--- src/scan_chain_pkg.sv ---
package scan_chain_pkg;

  // Chain geometry
  localparam int SLOTS = 2;
  localparam int SLOT_BITS = 8;
  localparam int FRAME_BITS = 16;
  localparam int SYNC_W = 28;

  // Register offsets on the software port
  localparam logic [7:0] OFF_STATUS = 8'h00;
  localparam logic [7:0] OFF_MASK = 8'h04;
  localparam logic [7:0] OFF_CONTROL = 8'h08;
  localparam logic [7:0] OFF_STATE = 8'h0c;

  // Event bits in status and mask
  localparam int NUM_EV = 6;
  localparam int EV_FRAME = 0;
  localparam int EV_LATCH = 1;
  localparam int EV_FAULT = 2;
  localparam int EV_BUTTON = 4;

  // Values after reset
  localparam logic [NUM_EV-1:0] STATUS_RESET = 6'h00;
  localparam logic [NUM_EV-1:0] MASK_RESET = 6'h00;
  localparam logic CONTROL_RESET = 1'h1;

  // Input channel addresses
  localparam logic [1:0] CH_IRQ_INPUTS = 2'h0;
  localparam logic [1:0] CH_PLAIN_INPUTS = 2'h1;
  localparam logic [1:0] CH_DIAG_ONE = 2'h2;
  localparam logic [1:0] CH_DIAG_TWO = 2'h3;

  // Field positions within an output control byte
  localparam int OB_PWR = 0;
  localparam int OB_CLK = 1;
  localparam int OB_BUS = 2;
  localparam int OB_RST = 3;
  localparam int OB_PLED = 4;
  localparam int OB_ALED = 5;

  // Slot output state at supply-good rise and at reset
  localparam logic INIT_PWR = 1'h0;
  localparam logic INIT_CLK = 1'h1;
  localparam logic INIT_BUS = 1'h1;
  localparam logic INIT_RST = 1'h0;
  localparam logic INIT_PLED = 1'h1;
  localparam logic INIT_ALED = 1'h1;

  typedef enum logic [1:0] {SEL_IDLE, SEL_LSB, SEL_MSB, SEL_RSV} sel_state_t;

endpackage

--- src/pin_sync.sv ---
`timescale 1ns/1ps
module pin_sync
  import scan_chain_pkg::*;
#(
  parameter int W = SYNC_W
)
(
  // Clock and reset
  input wire logic sys_clk,
  input wire logic rst_b,
  input wire logic clk_en,
  // Pins in and synchronised copy out
  input wire logic [W-1:0] d,
  output logic [W-1:0] q
);

  logic [W-1:0] meta;

  // First stage feeds only the second stage
  always_ff @(posedge sys_clk or negedge rst_b)
  begin
    if (!rst_b)
    begin
      meta <= '0;
      q <= '0;
    end
    else if (clk_en)
    begin
      meta <= d;
      q <= meta;
    end
  end

endmodule // pin_sync

--- src/hotplug_scan_chain.sv ---
`timescale 1ns/1ps
// Summary of operation
// - Two-bit channel picks interrupt, plain, diagnostic one or diagnostic two
// - Input chain data passes through a shift register to input chain out
// - Channel 00 bytes carry switch, button, fault and both presence bits
// - After own sixteen bits, downstream bits follow; six slots make 48
// - Channel 01 bytes carry 66 MHz, mode capability bits and aux fault
// - Channel 10 bits 0 and 8 read one: controller present
// - Channel 10 bits 1-6 read back power, clock, bus, reset, indicators
// - Channel 11 bits 0,1 and 8,9 give straps caught at supply rise
// - Control bytes arrive farthest slot first, slot A last
// - After a full shift this device holds slot A and B bytes
// - Control byte: power, clock, bus, reset low-active, two indicators
// - Older control bytes move on through output chain out
// - One strobe latches power, enables, indicators; another latches reset
// - Slot fault forces reset and drops clock and bus enables
// - Supply-good rise sets indicators and enables high, reset low
module hotplug_scan_chain
  import scan_chain_pkg::*;
(
  // Clock, reset, enable
  input wire logic sys_clk,
  input wire logic rst_b,
  input wire logic clk_en,
  // Input scan chain
  input wire logic input_shift_clock,
  input wire logic channel_select_line,
  input wire logic input_chain_in,
  output logic input_chain_out,
  // Output control chain
  input wire logic output_shift_clock,
  input wire logic output_chain_in,
  output logic output_chain_out,
  input wire logic control_latch_strobe,
  input wire logic slot_reset_latch_strobe,
  // Supply and straps
  input wire logic supply_good,
  input wire logic [1:0] mode_strap,
  // Slot inputs, bit 0 slot A, bit 1 slot B
  input wire logic [SLOTS-1:0] interlock_switch,
  input wire logic [SLOTS-1:0] attention_button,
  input wire logic [SLOTS-1:0] presence_bit_one,
  input wire logic [SLOTS-1:0] presence_bit_two,
  input wire logic [SLOTS-1:0] freq66_capable,
  input wire logic [SLOTS-1:0] mode_cap_low,
  input wire logic [SLOTS-1:0] mode_cap_high,
  input wire logic [SLOTS-1:0] main_power_fault,
  input wire logic [SLOTS-1:0] aux_power_fault,
  // Slot outputs
  output logic [SLOTS-1:0] power_request,
  output logic [SLOTS-1:0] slot_clock_enable,
  output logic [SLOTS-1:0] slot_bus_enable,
  output logic [SLOTS-1:0] slot_reset_out,
  output logic [SLOTS-1:0] power_indicator,
  output logic [SLOTS-1:0] attention_indicator,
  // Register port
  input wire logic [7:0] reg_addr,
  input wire logic [31:0] reg_wdata,
  input wire logic reg_wr,
  input wire logic reg_rd,
  output logic [31:0] reg_rdata,
  output logic irq
);

  typedef struct packed {
    sel_state_t sel;
    logic [1:0] chan;
    logic [FRAME_BITS-1:0] in_sr;
    logic [FRAME_BITS-1:0] out_sr;
    logic in_clk_prev;
    logic out_clk_prev;
    logic ctl_prev;
    logic rst_prev;
    logic pg_prev;
    logic [SLOTS-1:0] fault_prev;
    logic [SLOTS-1:0] button_prev;
    logic [SLOTS-1:0] pwr_req;
    logic [SLOTS-1:0] clk_q;
    logic [SLOTS-1:0] bus_q;
    logic [SLOTS-1:0] rst_q;
    logic [SLOTS-1:0] pled_q;
    logic [SLOTS-1:0] aled_q;
    logic [SLOTS-1:0] clk_pin;
    logic [SLOTS-1:0] bus_pin;
    logic [SLOTS-1:0] rst_pin;
    logic [1:0] strap;
    logic [NUM_EV-1:0] status;
    logic [NUM_EV-1:0] mask;
    logic ctrl_en;
    logic irq;
    logic [31:0] rdata;
  } state_t;

  state_t st;
  state_t next_st;

  logic [SYNC_W-1:0] s;
  logic s_sck, s_sel, s_icin, s_ock, s_ocin, s_ctl, s_rstl, s_pg;
  logic [1:0] s_strap;
  logic [SLOTS-1:0] s_sw, s_btn, s_p1, s_p2, s_f66, s_capl, s_caph;
  logic [SLOTS-1:0] s_mflt, s_aflt, fault;
  logic [SLOT_BITS-1:0] ch0_byte [SLOTS];
  logic [SLOT_BITS-1:0] ch1_byte [SLOTS];
  logic [SLOT_BITS-1:0] ch2_byte [SLOTS];
  logic [SLOT_BITS-1:0] ch3_byte [SLOTS];
  logic [FRAME_BITS-1:0] load_word;
  logic in_rise, out_rise, ctl_rise, rstl_rise, pg_rise;
  logic [NUM_EV-1:0] ev;
  logic [NUM_EV-1:0] clr;

  // Every chain, strobe, supply, strap and slot pin, link clocks included, is sampled twice before use; the register port is not
  pin_sync #(.W(SYNC_W)) u_sync
  (
    .sys_clk(sys_clk),
    .rst_b(rst_b),
    .clk_en(clk_en),
    .d({aux_power_fault, main_power_fault, mode_cap_high, mode_cap_low,
        freq66_capable, presence_bit_two, presence_bit_one,
        attention_button, interlock_switch, mode_strap, supply_good,
        slot_reset_latch_strobe, control_latch_strobe, output_chain_in,
        output_shift_clock, input_chain_in, channel_select_line,
        input_shift_clock}),
    .q(s)
  );

  assign {s_aflt, s_mflt, s_caph, s_capl, s_f66, s_p2, s_p1, s_btn, s_sw,
          s_strap, s_pg, s_rstl, s_ctl, s_ocin, s_ock, s_icin, s_sel,
          s_sck} = s;

  assign in_rise = s_sck & ~st.in_clk_prev;
  assign out_rise = s_ock & ~st.out_clk_prev;
  assign ctl_rise = s_ctl & ~st.ctl_prev;
  assign rstl_rise = s_rstl & ~st.rst_prev;
  assign pg_rise = s_pg & ~st.pg_prev;

  // Per-slot status bytes; slot A fills bits 0-7, slot B bits 8-15
  for (genvar g = 0; g < SLOTS; g++)
  begin : g_slot
    assign fault[g] = s_mflt[g] | s_aflt[g];
    assign ch0_byte[g] = {3'h0, s_p1[g], s_p2[g], fault[g], s_btn[g],
                          s_sw[g]};
    assign ch1_byte[g] = {4'h0, s_aflt[g], s_caph[g], s_capl[g],
                          s_f66[g]};
    assign ch2_byte[g] = {1'h0, st.aled_q[g], st.pled_q[g], st.rst_pin[g],
                          ~st.bus_pin[g], ~st.clk_pin[g], st.pwr_req[g],
                          1'h1};
    assign ch3_byte[g] = {5'h0, 1'h1, st.strap[1],
                          st.strap[0]};
  end

  always_comb
  begin
    case (st.chan)
      CH_IRQ_INPUTS: load_word = {ch0_byte[1], ch0_byte[0]};
      CH_PLAIN_INPUTS: load_word = {ch1_byte[1], ch1_byte[0]};
      CH_DIAG_ONE: load_word = {ch2_byte[1], ch2_byte[0]};
      CH_DIAG_TWO: load_word = {ch3_byte[1], ch3_byte[0]};
      default: load_word = '0;
    endcase
  end

  always_comb
  begin
    next_st = st;
    ev = '0;
    clr = '0;
    next_st.in_clk_prev = s_sck;
    next_st.out_clk_prev = s_ock;
    next_st.ctl_prev = s_ctl;
    next_st.rst_prev = s_rstl;
    next_st.pg_prev = s_pg;
    next_st.fault_prev = fault;
    next_st.button_prev = s_btn;

    // Channel select runs alongside shifting; the word loads on the
    // reserved-bit edge so the first own bit shows right after it
    if (in_rise)
    begin
      case (st.sel)
        SEL_IDLE:
        begin
          if (!s_sel)
            next_st.sel = SEL_LSB;
        end
        SEL_LSB:
        begin
          next_st.chan[0] = s_sel;
          next_st.sel = SEL_MSB;
        end
        SEL_MSB:
        begin
          next_st.chan[1] = s_sel;
          next_st.sel = SEL_RSV;
        end
        SEL_RSV:
        begin
          next_st.sel = SEL_IDLE;
        end
        default:
        begin
          next_st.sel = SEL_IDLE;
        end
      endcase
      if (st.sel == SEL_RSV)
      begin
        next_st.in_sr = load_word;
        ev[EV_FRAME] = 1'b1;
      end
      else
        next_st.in_sr = {s_icin, st.in_sr[FRAME_BITS-1:1]};
    end

    // Last byte in is slot A, so it ends in the upper half
    if (out_rise)
      next_st.out_sr = {s_ocin, st.out_sr[FRAME_BITS-1:1]};

    for (int i = 0; i < SLOTS; i++)
    begin
      if (ctl_rise)
      begin
        next_st.pwr_req[i] = st.out_sr[(SLOTS-1-i)*SLOT_BITS+OB_PWR];
        next_st.clk_q[i] = st.out_sr[(SLOTS-1-i)*SLOT_BITS+OB_CLK];
        next_st.bus_q[i] = st.out_sr[(SLOTS-1-i)*SLOT_BITS+OB_BUS];
        next_st.pled_q[i] = st.out_sr[(SLOTS-1-i)*SLOT_BITS+OB_PLED];
        next_st.aled_q[i] = st.out_sr[(SLOTS-1-i)*SLOT_BITS+OB_ALED];
      end
      if (rstl_rise)
        next_st.rst_q[i] = st.out_sr[(SLOTS-1-i)*SLOT_BITS+OB_RST];
    end

    // Supply rise beats any strobe in the same cycle
    if (pg_rise)
    begin
      next_st.pwr_req = {SLOTS{INIT_PWR}};
      next_st.clk_q = {SLOTS{INIT_CLK}};
      next_st.bus_q = {SLOTS{INIT_BUS}};
      next_st.rst_q = {SLOTS{INIT_RST}};
      next_st.pled_q = {SLOTS{INIT_PLED}};
      next_st.aled_q = {SLOTS{INIT_ALED}};
      next_st.strap = s_strap;
    end

    // Fault override costs one sys_clk after the synchroniser
    next_st.clk_pin = next_st.clk_q & ~fault;
    next_st.bus_pin = next_st.bus_q & ~fault;
    next_st.rst_pin = next_st.rst_q & ~fault;

    ev[EV_LATCH] = ctl_rise | rstl_rise;
    ev[EV_FAULT +: SLOTS] = fault & ~st.fault_prev;
    ev[EV_BUTTON +: SLOTS] = s_btn & ~st.button_prev;

    if (reg_wr)
    begin
      case (reg_addr)
        OFF_STATUS: clr = reg_wdata[NUM_EV-1:0];
        OFF_MASK: next_st.mask = reg_wdata[NUM_EV-1:0];
        OFF_CONTROL: next_st.ctrl_en = reg_wdata[0];
        default: clr = '0;
      endcase
    end
    // A new event wins over a clear in the same cycle
    next_st.status = (st.status & ~clr) | ev;
    next_st.irq = next_st.ctrl_en & (|(next_st.status & next_st.mask));

    next_st.rdata = '0;
    if (reg_rd)
    begin
      case (reg_addr)
        OFF_STATUS: next_st.rdata = {26'h0, st.status};
        OFF_MASK: next_st.rdata = {26'h0, st.mask};
        OFF_CONTROL: next_st.rdata = {31'h0, st.ctrl_en};
        OFF_STATE: next_st.rdata = {16'h0, st.chan, st.strap, st.aled_q,
                                    st.pled_q, st.rst_pin, st.bus_pin,
                                    st.clk_pin, st.pwr_req};
        default: next_st.rdata = '0;
      endcase
    end
  end

  always_ff @(posedge sys_clk or negedge rst_b)
  begin
    if (!rst_b)
    begin
      st <= '0;
      st.sel <= SEL_IDLE;
      st.pwr_req <= {SLOTS{INIT_PWR}};
      st.clk_q <= {SLOTS{INIT_CLK}};
      st.bus_q <= {SLOTS{INIT_BUS}};
      st.rst_q <= {SLOTS{INIT_RST}};
      st.pled_q <= {SLOTS{INIT_PLED}};
      st.aled_q <= {SLOTS{INIT_ALED}};
      st.clk_pin <= {SLOTS{INIT_CLK}};
      st.bus_pin <= {SLOTS{INIT_BUS}};
      st.rst_pin <= {SLOTS{INIT_RST}};
      st.status <= STATUS_RESET;
      st.mask <= MASK_RESET;
      st.ctrl_en <= CONTROL_RESET;
    end
    else if (clk_en)
      st <= next_st;
  end

  assign input_chain_out = st.in_sr[0];
  assign output_chain_out = st.out_sr[0];
  assign power_request = st.pwr_req;
  assign slot_clock_enable = st.clk_pin;
  assign slot_bus_enable = st.bus_pin;
  assign slot_reset_out = st.rst_pin;
  assign power_indicator = st.pled_q;
  assign attention_indicator = st.aled_q;
  assign reg_rdata = st.rdata;
  assign irq = st.irq;

  a_fault_reset: assert property (@(posedge sys_clk) disable iff (!rst_b)
    clk_en && fault[0] |=> slot_reset_out[0] == 1'b0)
    else $error("slot A reset not forced by fault");

  a_fault_enables: assert property (@(posedge sys_clk) disable iff (!rst_b)
    clk_en && fault[1] |=> !slot_clock_enable[1] && !slot_bus_enable[1])
    else $error("slot B enables not dropped by fault");

  a_present_bits: assert property (@(posedge sys_clk) disable iff (!rst_b)
    clk_en && in_rise && st.sel == SEL_RSV && st.chan == CH_DIAG_ONE
    |=> input_chain_out && st.in_sr[8])
    else $error("present bits missing in diagnostic one");

  a_strap_ones: assert property (@(posedge sys_clk) disable iff (!rst_b)
    clk_en && in_rise && st.sel == SEL_RSV && st.chan == CH_DIAG_TWO
    |=> st.in_sr[2] && st.in_sr[10])
    else $error("fixed ones missing in diagnostic two");

  a_reserved_zero: assert property (@(posedge sys_clk) disable iff (!rst_b)
    clk_en && in_rise && st.sel == SEL_RSV && st.chan == CH_IRQ_INPUTS
    |=> st.in_sr[7:5] == 3'h0 && st.in_sr[15:13] == 3'h0)
    else $error("reserved input bits not zero");

  a_select_walk: assert property (@(posedge sys_clk) disable iff (!rst_b)
    clk_en && in_rise && st.sel == SEL_IDLE && !s_sel
    |=> st.sel == SEL_LSB)
    else $error("start bit not taken");

  a_ctrl_latch: assert property (@(posedge sys_clk) disable iff (!rst_b)
    clk_en && ctl_rise && !pg_rise
    |=> power_indicator[0] == $past(st.out_sr[8+OB_PLED])
        && attention_indicator[1] == $past(st.out_sr[OB_ALED]))
    else $error("control strobe did not load indicators");

  a_reset_latch: assert property (@(posedge sys_clk) disable iff (!rst_b)
    clk_en && rstl_rise && !pg_rise && !fault[1]
    |=> slot_reset_out[1] == $past(st.out_sr[OB_RST]))
    else $error("reset strobe did not load slot B reset");

  a_supply_init: assert property (@(posedge sys_clk) disable iff (!rst_b)
    clk_en && pg_rise && fault == 2'h0
    |=> power_indicator == 2'h3 && slot_bus_enable == 2'h3
        && slot_reset_out == 2'h0)
    else $error("supply rise did not initialise slots");

  a_chain_onward: assert property (@(posedge sys_clk) disable iff (!rst_b)
    clk_en && out_rise |=> output_chain_out == $past(st.out_sr[1]))
    else $error("output chain did not move on");

endmodule // hotplug_scan_chain

--- config.mk ---
export PLATFORM = sky130hd
export DESIGN_NAME = hotplug_scan_chain
export DESIGN_NICKNAME = d
export VERILOG_FILES = /design/src/scan_chain_pkg.sv /design/src/pin_sync.sv /design/src/hotplug_scan_chain.sv
export SDC_FILE = /design/constraint.sdc
export NUM_CORES = 1
export LEC_CHECK = 0
export BUFFER_PORTS_ARGS = -buffer_cell sky130_fd_sc_hd__buf_2
export CORE_ASPECT_RATIO = 1.25
export CORE_MARGIN = 2
export CORE_UTILIZATION = 61
export CTS_CLUSTER_SIZE = 10
export DETAILED_ROUTE_END_ITERATION = 8
export PLACE_DENSITY = 0.95
export REMOVE_ABC_BUFFERS = 1
export SLEW_MARGIN = 20
export SYNTH_ARGS = -nofsm -noshare
export SYNTH_HDL_FRONTEND = slang
export SYNTH_SLANG_ARGS = --single-unit
--- constraint.sdc ---
create_clock -name sys_clk -period 5.9 [get_ports sys_clk]
set_clock_uncertainty 0.15 [all_clocks]
set_input_delay 0.295 -clock sys_clk [delete_from_list [all_inputs] [get_ports sys_clk]]
set_output_delay 0.295 -clock sys_clk [all_outputs]
set_load 0.005 [all_outputs]
==> results of run 1 <==
[final cells by class]
cell class / instances / share of cell area (%)
clock buffer: 25 / 6.29
clock inverter: 7 / 1.15
inverter: 18 / 0.841
multi-input combinational: 353 / 33.5
sequential: 151 / 47.3
tap: 135 / 2.10
timing repair buffer: 109 / 8.85
[sequential cells by signal (all words and copies together), names as in the netlist]
| register | count |
|---|---|
| st | 62 |
| u_sync.meta | 28 |
| u_sync.q | 28 |
| reg_rdata | 16 |
| attention_indicator | 2 |
| ch3_byte | 2 |
| power_indicator | 2 |
| power_request | 2 |
| slot_bus_enable | 2 |
| slot_clock_enable | 2 |
| slot_reset_out | 2 |
| input_chain_out | 1 |
| irq | 1 |
| output_chain_out | 1 |
[metrics by stage]
step,util [%],instances
2_1_floorplan,-,522
3_3_place_gp,64.0,736
3_5_place_dp,64.0,736
4_1_cts,72.0,797
5_1_grt,72.1,798
6_report,72.1,798
[how the worst max path moves through the flow]
stage                           start   to  slack, ns  cells past startpoint
after global placement    reg_addr[1]  irq       2.89                      7
after detailed placement  reg_addr[1]  irq       2.86                      7
after floorplan           reg_addr[1]  irq       3.23                      6
final                         st[109]  irq       3.28                      7
after global routing      reg_addr[1]  irq       3.14                      7
after CTS                     st[109]  irq       3.29                      7
[worst max-delay path, stage by stage (launching register included)]
cell,delay [ns]
dfrtp_1,0.41
ha_1,0.55
and3b_1,0.40
or3b_2,0.44
o21ai_0,0.08
a211o_1,0.15
o311ai_1,0.09
o221a_1,0.24
[synth_stat cells, drive strengths merged (12+ instances only)]
cell type	count	area share (%)
mux2i	20	2.9
buf	49	5.2
inv	18	0.97
nor2b	12	1.1
a21oi	13	0.93
o21ai	45	3.3
mux2	89	14
clkbuf	27	1.9
a22o	16	2.0
dfrtp	138	49
nand2	39	2.1
dfstp	13	4.9
nor2	18	0.97
[cell families (layout without fill, tap and decap cells)]
kind of cell	Yosys count	count (layout)	share of synthesized area [%]
and+or+nand+nor	109	109	8.11
other	1	16	0.0536
adders and majority gates	5	5	0.895
buffers and inverters	94	159	8.07
muxes	112	112	18.2
AOI/OAI and AO/OA	111	111	10.4
DFF	151	151	54.3
[where the power goes]
group	total [mW]	internal [mW]	switching (mW)
clock	1.09	0.677	0.409
combinational	0.600	0.289	0.310
sequential	1.46	1.25	0.206
total	3.14	2.22	0.926
[repair_timing]
item                                   4_1_cts  5_1_grt
endpoints found under the hold margin      113        0
hold buffers                                29        0
gates resized for setup                      0        0
[routing by layer]
metal | wire length, µm | GRT usage (%) | part of all wire (%)
met1 | 6230 | 33.8 | 38
met2 | 8460 | 46.9 | 52
met3 | 1130 | 5.84 | 6.9
met4 | 593 | 14.3 | 3.6
met5 | 0 | 0 | 0
[cell usage in the layout (no fill, tap or decap), types with 3 or more instances in the layout]
master,Yosys,routed
o21a_1,3,3
clkbuf_8,3,5
nand3_1,8,8
a31oi_1,3,3
dfrtp_1,138,138
clkbuf_16,0,17
nor2b_1,12,12
o22a_1,4,4
dfstp_2,13,13
mux2_2,89,89
mux2i_1,20,20
o21ai_0,44,44
dlygate4sd3_1,0,29
nand2b_1,6,6
inv_1,18,18
nand3b_1,3,3
o2bb2ai_1,4,4
nand2_1,39,39
buf_4,46,3
ha_1,5,5
buf_2,1,75
clkinvlp_4,0,3
nor3_1,6,6
a21oi_1,13,13
clkbuf_1,24,3
a211oi_1,4,4
o22ai_1,6,6
conb_1,1,16
nor2_1,18,18
a22o_1,16,16
mux4_2,3,3
==> flow_metrics.tcl, run 1 <==
set metrics [dict create \
    worst_hold_startpoint "reg_wdata[3]" \
    critical_path.reg2reg.endpoint "irq" \
    synth-edff-count 0 \
    clock_tree_from_tritoncts "built" \
    timing.setup.critical_path_class "reg2reg" \
    syn_area_per_cell_um2 12.0 \
    fillers 715 \
    post_layout_instance_area_mm2 0.00803 \
    syn-instance-count 583 \
    number_of_clock_buffers_inserted_by_tritoncts 17 \
    final.hold.worst_slack_ns 0.0151 \
    cts_max_path_buffers 2 \
    synth_async_sr_flop_share_pct 100 \
    worst_skew_pair.late_latency_ns 0.42 \
    drc_errors 0 \
    timing_max_transition_violations_final 0 \
    synthesis.area_mm2 0.00699 \
    die_width_um 99.8 \
    finalPower_mw 3.14 \
    critPathArrivalTime_ns 2.78 \
    syn2layout_area_growth_pct 14.8 \
    total_die_area_mm2 0.0123 \
    final.setup.worst_slack_ns 3.28 \
    detailroute.via_count 4906 \
    vdd.ir_drop.worst_mv 0.247 \
    grt_first_pass_wirelength_mm 25.8 \
    timing.reg2reg.setup_slack_ns 3.28 \
    die_y_extent_um 124 \
    worstPathRequired_ns 6.06 \
    routedWlPerCell_um 20.6 \
    finalWeightedCongestion 0.868 \
    final.period_utilization_pct 44.4 \
    p_leak_nw 3.64 \
    worst_hold_endpoint "st[37]" \
    yosysWarningCount 0 \
    finalNetCount 728 \
    tritoncts_num_sinks 151 \
    clock_input_transition_at_the_sequential_cells_of_the_worst_setup_and_hold_paths_ns 0.06 \
    placement_rows 43 \
    holdPathStages 2 \
    pin_count_of_the_biggest_net_entering_global_routing 92 \
    powerDensity_mw_per_mm2 391 \
    hold_path.class "in2reg" \
    yosys.cell_types.count 53 \
    drv_cap 0 \
    post_route_cells_drive_above_1_share_pct 33.6 \
    count_of_antenna_violating_nets_left_after_detailed_routing 0 \
    timing.reg2reg.worst_path_depth 7 \
    path_max_fanout 20 \
    post_drt_via_cell_ratio 6.15 \
    place.port_buffers 77 \
    max_freq_mhz 382 \
    synth_flop_cell "dfrtp_1" \
    final_setup_fails 0 \
    cts_root_buf "clkbuf_16" \
    grt_pass1_vias 4991 \
    r2r-start "st[109]" \
    post-dp-hpwl_mm 9.29 \
    antenna_found_initial 0 \
    worst_slew_margin_rel_pct 31.3 \
    drtPass1Iterations 5 \
    finalCriticalPeriod_ns 2.62 \
    cts-htree-levels 4 \
    result_of_the_run "finished clean" \
    floorplan.initialDensity_pct 62.8 \
    core-area_mm2 0.0111 \
    area_of_the_multi_input_gates_mm2 0.00269 \
    area.sequential_mm2 0.00379 \
    place_ws_ns 2.86 \
    hold_viol 0 \
    globalRouteOverflowTotal 0 \
    num_io_pins 120 \
    total_routing_usage_reported_by_global_routing_pct 27.8 \
    yosysSeqAreaShare_pct 54.3 \
    critPathLaunchType "flip-flop" \
    postPlaceCellArea_mm2 0.00713 \
    post_cts_setup_repair_buffer_count 0 \
    worst_pin_slew_ns 1.03 \
    setup_repair_after_global_routing_missed_its_margin "no" \
    detailedRoute.firstIterationViolations 421 \
    cp_endpoint_kind "flip-flop" \
    routed_wl_mm 16.4 \
    synth-seq-cells 151 \
    antenna_cell_count 0 \
    setup_tns_ns 0 \
]
(Power assumes the default switching activity.)
==> inputs of run 2 (changes only) <==
CORE_UTILIZATION = 51   (was 61)
PLACE_DENSITY = 0.86   (was 0.95)
clock period = 2.1 ns   (was 5.9 ns; I/O delays follow)
==> run 2 against run 1 <==
  * Non-clock buffer count is 38 higher
  * Worst setup slack got worse by 3.2 ns
  * Design area is 5.2% higher
  * Wire length decreased by 2.6%
  * Hold slack improved by 0.063 ns
  * Sequential share of layout area shrank 2.3 points
  * Die area up 19%
==> flow_metrics.tcl, run 2 (synthesized netlist as in run 1, its figures left out) <==
set metrics [dict create \
    result_of_the_run "finished clean" \
    worst_path_max_delay_cell "or3b_2" \
    crit_path_end "irq" \
    p_clk_share_pct 35.4 \
    timing.setup.critical_path_class "reg2reg" \
    hold_path.class "in2reg" \
    number_of_clock_buffers_inserted_by_tritoncts 17 \
    globalRouteOverflowTotal 0 \
    postPlaceCellArea_mm2 0.00740 \
    routed_wl_mm 16.0 \
    layout_commonest_cell "dfrtp_1" \
    largest_reg_flops 62 \
    count_of_antenna_violating_nets_left_after_detailed_routing 0 \
    cp_endpoint_kind "flip-flop" \
    power.switching_mw 2.56 \
    timing.reg2reg.worst_path_depth 7 \
    grt_pass1_vias 5035 \
    post_drt_via_cell_ratio 5.54 \
    drtPass1Iterations 4 \
    clock_tree_from_tritoncts "built" \
    cts-htree-levels 4 \
    finalNetCount 766 \
    floorplan.initialDensity_pct 52.4 \
    tritoncts_num_sinks 151 \
    largest_registers "st (62), u_sync.meta (28), u_sync.q (28)" \
    final.period_utilization_pct 96.6 \
    drv_cap 0 \
    syn2layout_area_growth_pct 20.8 \
    p_leak_nw 3.84 \
    setup_repair_after_global_routing_missed_its_margin "no" \
    finalWeightedCongestion 0.842 \
    final_setup_fails 0 \
    worstPathRequired_ns 2.27 \
    registers.top_by_ff_count "st" \
    place_inst 797 \
    placement_rows 47 \
    finish.cell_count_without_fillers 872 \
    max_freq_mhz 493 \
    worst_skew_pair.late_latency_ns 0.43 \
    post_layout_instance_area_mm2 0.00845 \
    combinationalPowerShare_pct 19.8 \
    num_io_pins 120 \
    layout.cells.most_common_list "dfrtp_1, mux2_2, buf_2" \
    grt_first_pass_wirelength_mm 25.6 \
    detailedRoute.firstIterationViolations 292 \
    powerDensity_mw_per_mm2 1060 \
    routedWlPerCell_um 18.3 \
    place.port_buffers 77 \
    clock_input_transition_at_the_sequential_cells_of_the_worst_setup_and_hold_paths_ns 0.06 \
    core-area_mm2 0.0133 \
    path_max_fanout 2 \
    share_seq_of_total_power_pct 44.9 \
    die_y_extent_um 135 \
    cts_root_buf "clkbuf_16" \
    antenna_found_initial 0 \
    power.internal_mw 6.35 \
    critical_path.reg2reg.endpoint "irq" \
    post-dp-hpwl_mm 10.8 \
    vdd.ir_drop.worst_mv 0.570 \
    post_route_cells_drive_above_1_share_pct 35.9 \
    r2r-start "st[110]" \
    die_width_um 109 \
    delay_of_the_slowest_cell_on_the_worst_path_ns 0.45 \
    worstPathCellList "ha_2 -> and3b_1 -> or3b_2 -> o21ai_2 -> a211o_1 -> o311ai_1 -> o221a_1" \
    cts_max_path_buffers 2 \
    timing_max_transition_violations_final 0 \
    total_routing_usage_reported_by_global_routing_pct 23.3 \
    hold_viol 0 \
    timing.reg2reg.setup_slack_ns 0.07 \
    final.hold.worst_slack_ns 0.0785 \
    total_die_area_mm2 0.0147 \
    pin_count_of_the_biggest_net_entering_global_routing 78 \
    critPathLaunchType "flip-flop" \
    swShare_pct 28.8 \
    fillers 985 \
    critPathArrivalTime_ns 2.19 \
    detailroute.via_count 4828 \
    finalCriticalPeriod_ns 2.03 \
    worstSetupStartpoint "st[110]" \
    antenna_cell_count 0 \
    drc_errors 0 \
]
-- run 2: changes by cell type in the layout (fill, tap and decap cells not counted), moves of 2 or more --
| cell | previous run | this run |
|---|---|---|
| buf_12 | 0 | 3 |
| buf_4 | 3 | 26 |
| inv_6 | 0 | 3 |
| dlygate4sd3_1 | 29 | 42 |
| clkbuf_8 | 5 | 1 |
| clkinv_4 | 0 | 2 |
| clkbuf_1 | 3 | 1 |
-- run 2: per-layer routing --
metal	track usage, %	part of all wire (%)	vias to the layer above
li1	-	-	2207
met1	28.1	41	2444
met2	39.7	52	138
met3	5.26	3.8	39
met4	10.3	3.1	0
met5	0	0	-
-- run 2: what timing repair did --
action | CTS | global route
setup buffers | 0 | 1
hold buffers | 42 | 0
resized for setup | 0 | 3
endpoints found under the hold margin | 181 | 0
endpoints found under the setup margin | 0 | 1
-- run 2: final cells by class --
type | count | area, µm² | area share, %
flip-flops and latches | 151 | 3790 | 44.9
multi-input cells | 353 | 2700 | 31.9
repair buffers | 147 | 1060 | 12.6
clock buffers | 19 | 443 | 5.24
well taps | 171 | 214 | 2.53
clock inverters | 13 | 170 | 2.01
inverters | 18 | 67.6 | 0.800
-- run 2: per-stage QoR --
step                      setup slack [ns]  power, mW  util [%]  setup TNS (ns)
after floorplan                     -0.377       4.93         -           -1.14
after global placement              -0.123       5.55      55.4          -0.375
after detailed placement            -0.148       5.69      55.4          -0.557
after CTS                           0.0358       8.93      63.2               0
after global routing              0.000192       9.36      63.3               0
final                               0.0723       8.91      63.3               0
-- run 2: how the worst min path moves through the flow --
| stage | from | to | slack, ns | depth (start not counted) |
|---|---|---|---|---|
| after floorplan | rst_b | ch3_byte[0] | -0.34 | 0 |
| after CTS | reg_addr[3] | reg_rdata[2] | 0.07 | 4 |
| after detailed placement | rst_b | irq | -0.12 | 1 |
| final | reg_wr | st[33] | 0.08 | 5 |
| after global placement | rst_b | irq | -0.13 | 1 |
| after global routing | reg_addr[3] | reg_rdata[2] | 0.12 | 4 |
-- run 2: power groups by stage --
stage | combinational, mW | sequential [mW] | clock (mW)
floorplan | 1.05 | 3.88 | 0
global placement | 1.57 | 3.98 | 0
detailed placement | 1.66 | 4.02 | 0
CTS | 1.75 | 3.99 | 3.19
global route | 1.96 | 4.07 | 3.34
finish | 1.76 | 4.00 | 3.15
-- run 2: worst max-delay path, delay by kind of cell, from the launching register on --
| kind | cells | cell delay (ns) |
|---|---|---|
| simple gates | 2 | 0.64 |
| fa+ha+maj | 1 | 0.19 |
| compound gates | 4 | 0.56 |
| flops | 1 | 0.39 |
==> inputs of run 3 (changes only) <==
clock period = 1.7 ns   (was 2.1 ns; I/O delays follow)
==> run 3 against run 2 <==
  * The run now ends with negative setup slack left
  * Final cell count rose by 1.3%
  * Worst setup slack got worse by 0.31 ns
  * Flip-flop and latch count stayed put
  * Highest routed layer unchanged
  * Register-to-register slack worse by 0.31 ns
  * Clock power increased by 24%
  * Fmax grew 4.4%
  * Wire length fell by 0.43%
  * Design area is 1.1% higher
==> flow_metrics.tcl, run 3 (synthesized netlist as in run 1, its figures left out) <==
set metrics [dict create \
    clock_input_transition_at_the_sequential_cells_of_the_worst_setup_and_hold_paths_ns 0.06 \
    die_width_um 109 \
    finalWeightedCongestion 0.795 \
    postPlaceCellArea_mm2 0.00754 \
    cts-htree-levels 4 \
    worst_skew_pair.late_latency_ns 0.43 \
    timing.setup.critical_path_class "reg2reg" \
    placement_rows 47 \
    final.setup.worst_slack_ns -0.243 \
    post_layout_instance_area_mm2 0.00854 \
    share_seq_of_total_power_pct 44.1 \
    largest_reg_flops 62 \
    syn2layout_area_growth_pct 22.2 \
    antenna_found_initial 0 \
    total_die_area_mm2 0.0147 \
    finalNetCount 777 \
    hold_path.class "in2reg" \
    timing.reg2reg.setup_slack_ns -0.24 \
    post_drt_via_cell_ratio 5.48 \
    critPathLaunchType "flip-flop" \
    swShare_pct 28.8 \
    vdd.ir_drop.worst_mv 0.960 \
    routedWlPerCell_um 18.0 \
    tritoncts_num_sinks 151 \
    combinationalPowerShare_pct 20.7 \
    violations_in_the_final_reports "negative setup slack" \
    worstPathCellList "ha_2 -> and3b_2 -> or3b_4 -> o21ai_2 -> a211o_1 -> o311ai_2 -> o221a_1" \
    num_io_pins 120 \
    grt_first_pass_wirelength_mm 26.0 \
    timing_max_transition_violations_final 0 \
    post_route_cells_drive_above_1_share_pct 38.5 \
    powerDensity_mw_per_mm2 1300 \
    antenna_cell_count 0 \
    core-area_mm2 0.0133 \
    worst_path_max_delay_cell "dfrtp_1" \
    routed_wl_mm 15.9 \
    grt_pass1_vias 5162 \
    worstPathRequired_ns 1.86 \
    count_of_antenna_violating_nets_left_after_detailed_routing 0 \
    cp.buffers_inverters 0 \
    detailedRoute.firstIterationViolations 321 \
    result_of_the_run "finished with violations" \
    total_routing_usage_reported_by_global_routing_pct 23.4 \
    cp_endpoint_kind "flip-flop" \
    layout_commonest_cell "dfrtp_1" \
    p_leak_nw 3.90 \
    layout.cells.most_common_list "dfrtp_1, mux2_2, buf_2" \
    setup_repair_after_global_routing_missed_its_margin "yes" \
    finalCriticalPeriod_ns 1.94 \
    power.switching_mw 3.21 \
    hold_viol 0 \
    critPathArrivalTime_ns 2.11 \
    power.internal_mw 7.92 \
    worstSetupStartpoint "st[110]" \
    pin_count_of_the_biggest_net_entering_global_routing 61 \
    max_freq_mhz 515 \
    fillers 1005 \
    final_setup_fails 6 \
    drc_errors 0 \
    drtPass1Iterations 4 \
    floorplan.initialDensity_pct 52.4 \
    number_of_clock_buffers_inserted_by_tritoncts 17 \
    r2r-start "st[110]" \
    delay_of_the_slowest_cell_on_the_worst_path_ns 0.39 \
    cts_root_buf "clkbuf_16" \
    path_delay_family "simple AND/OR/NAND/NOR gates" \
    setup_tns_ns -0.435 \
    path_max_fanout 2 \
    largest_registers "st (62), u_sync.meta (28), u_sync.q (28)" \
    post-dp-hpwl_mm 10.8 \
    place.port_buffers 77 \
    drv_cap 0 \
    die_y_extent_um 135 \
    globalRouteOverflowTotal 0 \
    registers.top_by_ff_count "st" \
    cts_max_path_buffers 2 \
    clock_tree_from_tritoncts "built" \
    fin_util_pct 64.0 \
    detailroute.via_count 4842 \
    final.period_utilization_pct 114 \
    p_clk_share_pct 35.2 \
    worst_hold_startpoint "clk_en" \
    finalPower_mw 11.1 \
]
[run 3: changes by cell type in the layout (fill, tap and decap cells not counted), moves of 2 or more]
cell	before	now
buf_4	26	42
dlygate4sd3_1	42	36
nor2b_2	0	2
clkinvlp_4	2	4
nor2b_1	12	10
[run 3: final timing paths]
path	to	cells past startpoint
min in group asynchronous	reg_rdata[0]	3
min	st[61]	4
max reg2reg	irq	7
max	irq	7
max in group asynchronous	st[108]	4
min reg2reg	st[95]	2
[run 3: layout make-up]
class / instances / area [µm²] / share of cell area [%]
tap: 171 / 214 / 2.50
multi-input combinational: 353 / 2710 / 31.7
clock buffer: 19 / 443 / 5.18
inverter: 18 / 67.6 / 0.791
timing repair buffer: 158 / 1140 / 13.4
sequential: 151 / 3800 / 44.4
clock inverter: 13 / 169 / 1.98
[run 3: through the flow]
stage,cells,hold WS [ns],worst slack (ns)
5_1_grt,883,0.0416,-0.301
4_1_cts,882,0.0171,-0.287
6_report,883,0.0279,-0.243
3_5_place_dp,814,-0.141,-0.552
2_1_floorplan,522,-0.361,-0.757
3_3_place_gp,814,-0.145,-0.545
[run 3: power groups by stage]
stage	Clock, mW	Sequential (mW)	Combinational (mW)
global route	4.14	4.97	2.57
floorplan	0	4.79	1.30
global placement	0	4.88	2.07
CTS	3.97	4.89	2.30
detailed placement	0	4.92	2.19
finish	3.91	4.91	2.30
[run 3: worst min-delay path: stages]
cell and delay [ns]:
buf_4 0.15, buf_12 0.19, nor2_1 0.11, a21oi_1 0.05
[run 3: timing repair]
item,CTS,global route
gates resized for setup,6,3
endpoints found under the setup margin,7,18
hold endpoints to repair,183,0
pin swaps,4,2
hold buffers,36,0
gates cloned,0,0
buffers inserted,0,1
[run 3: metal layers]
layer | vias up | GRT usage [%] | part of all wire (%) | routed length (µm)
li1 | 2232 | - | - | -
met1 | 2424 | 29.0 | 41 | 6570
met2 | 146 | 39.1 | 51 | 8200
met3 | 40 | 4.83 | 4.3 | 687
met4 | 0 | 10.5 | 3.0 | 478
met5 | - | 0 | 0 | 0
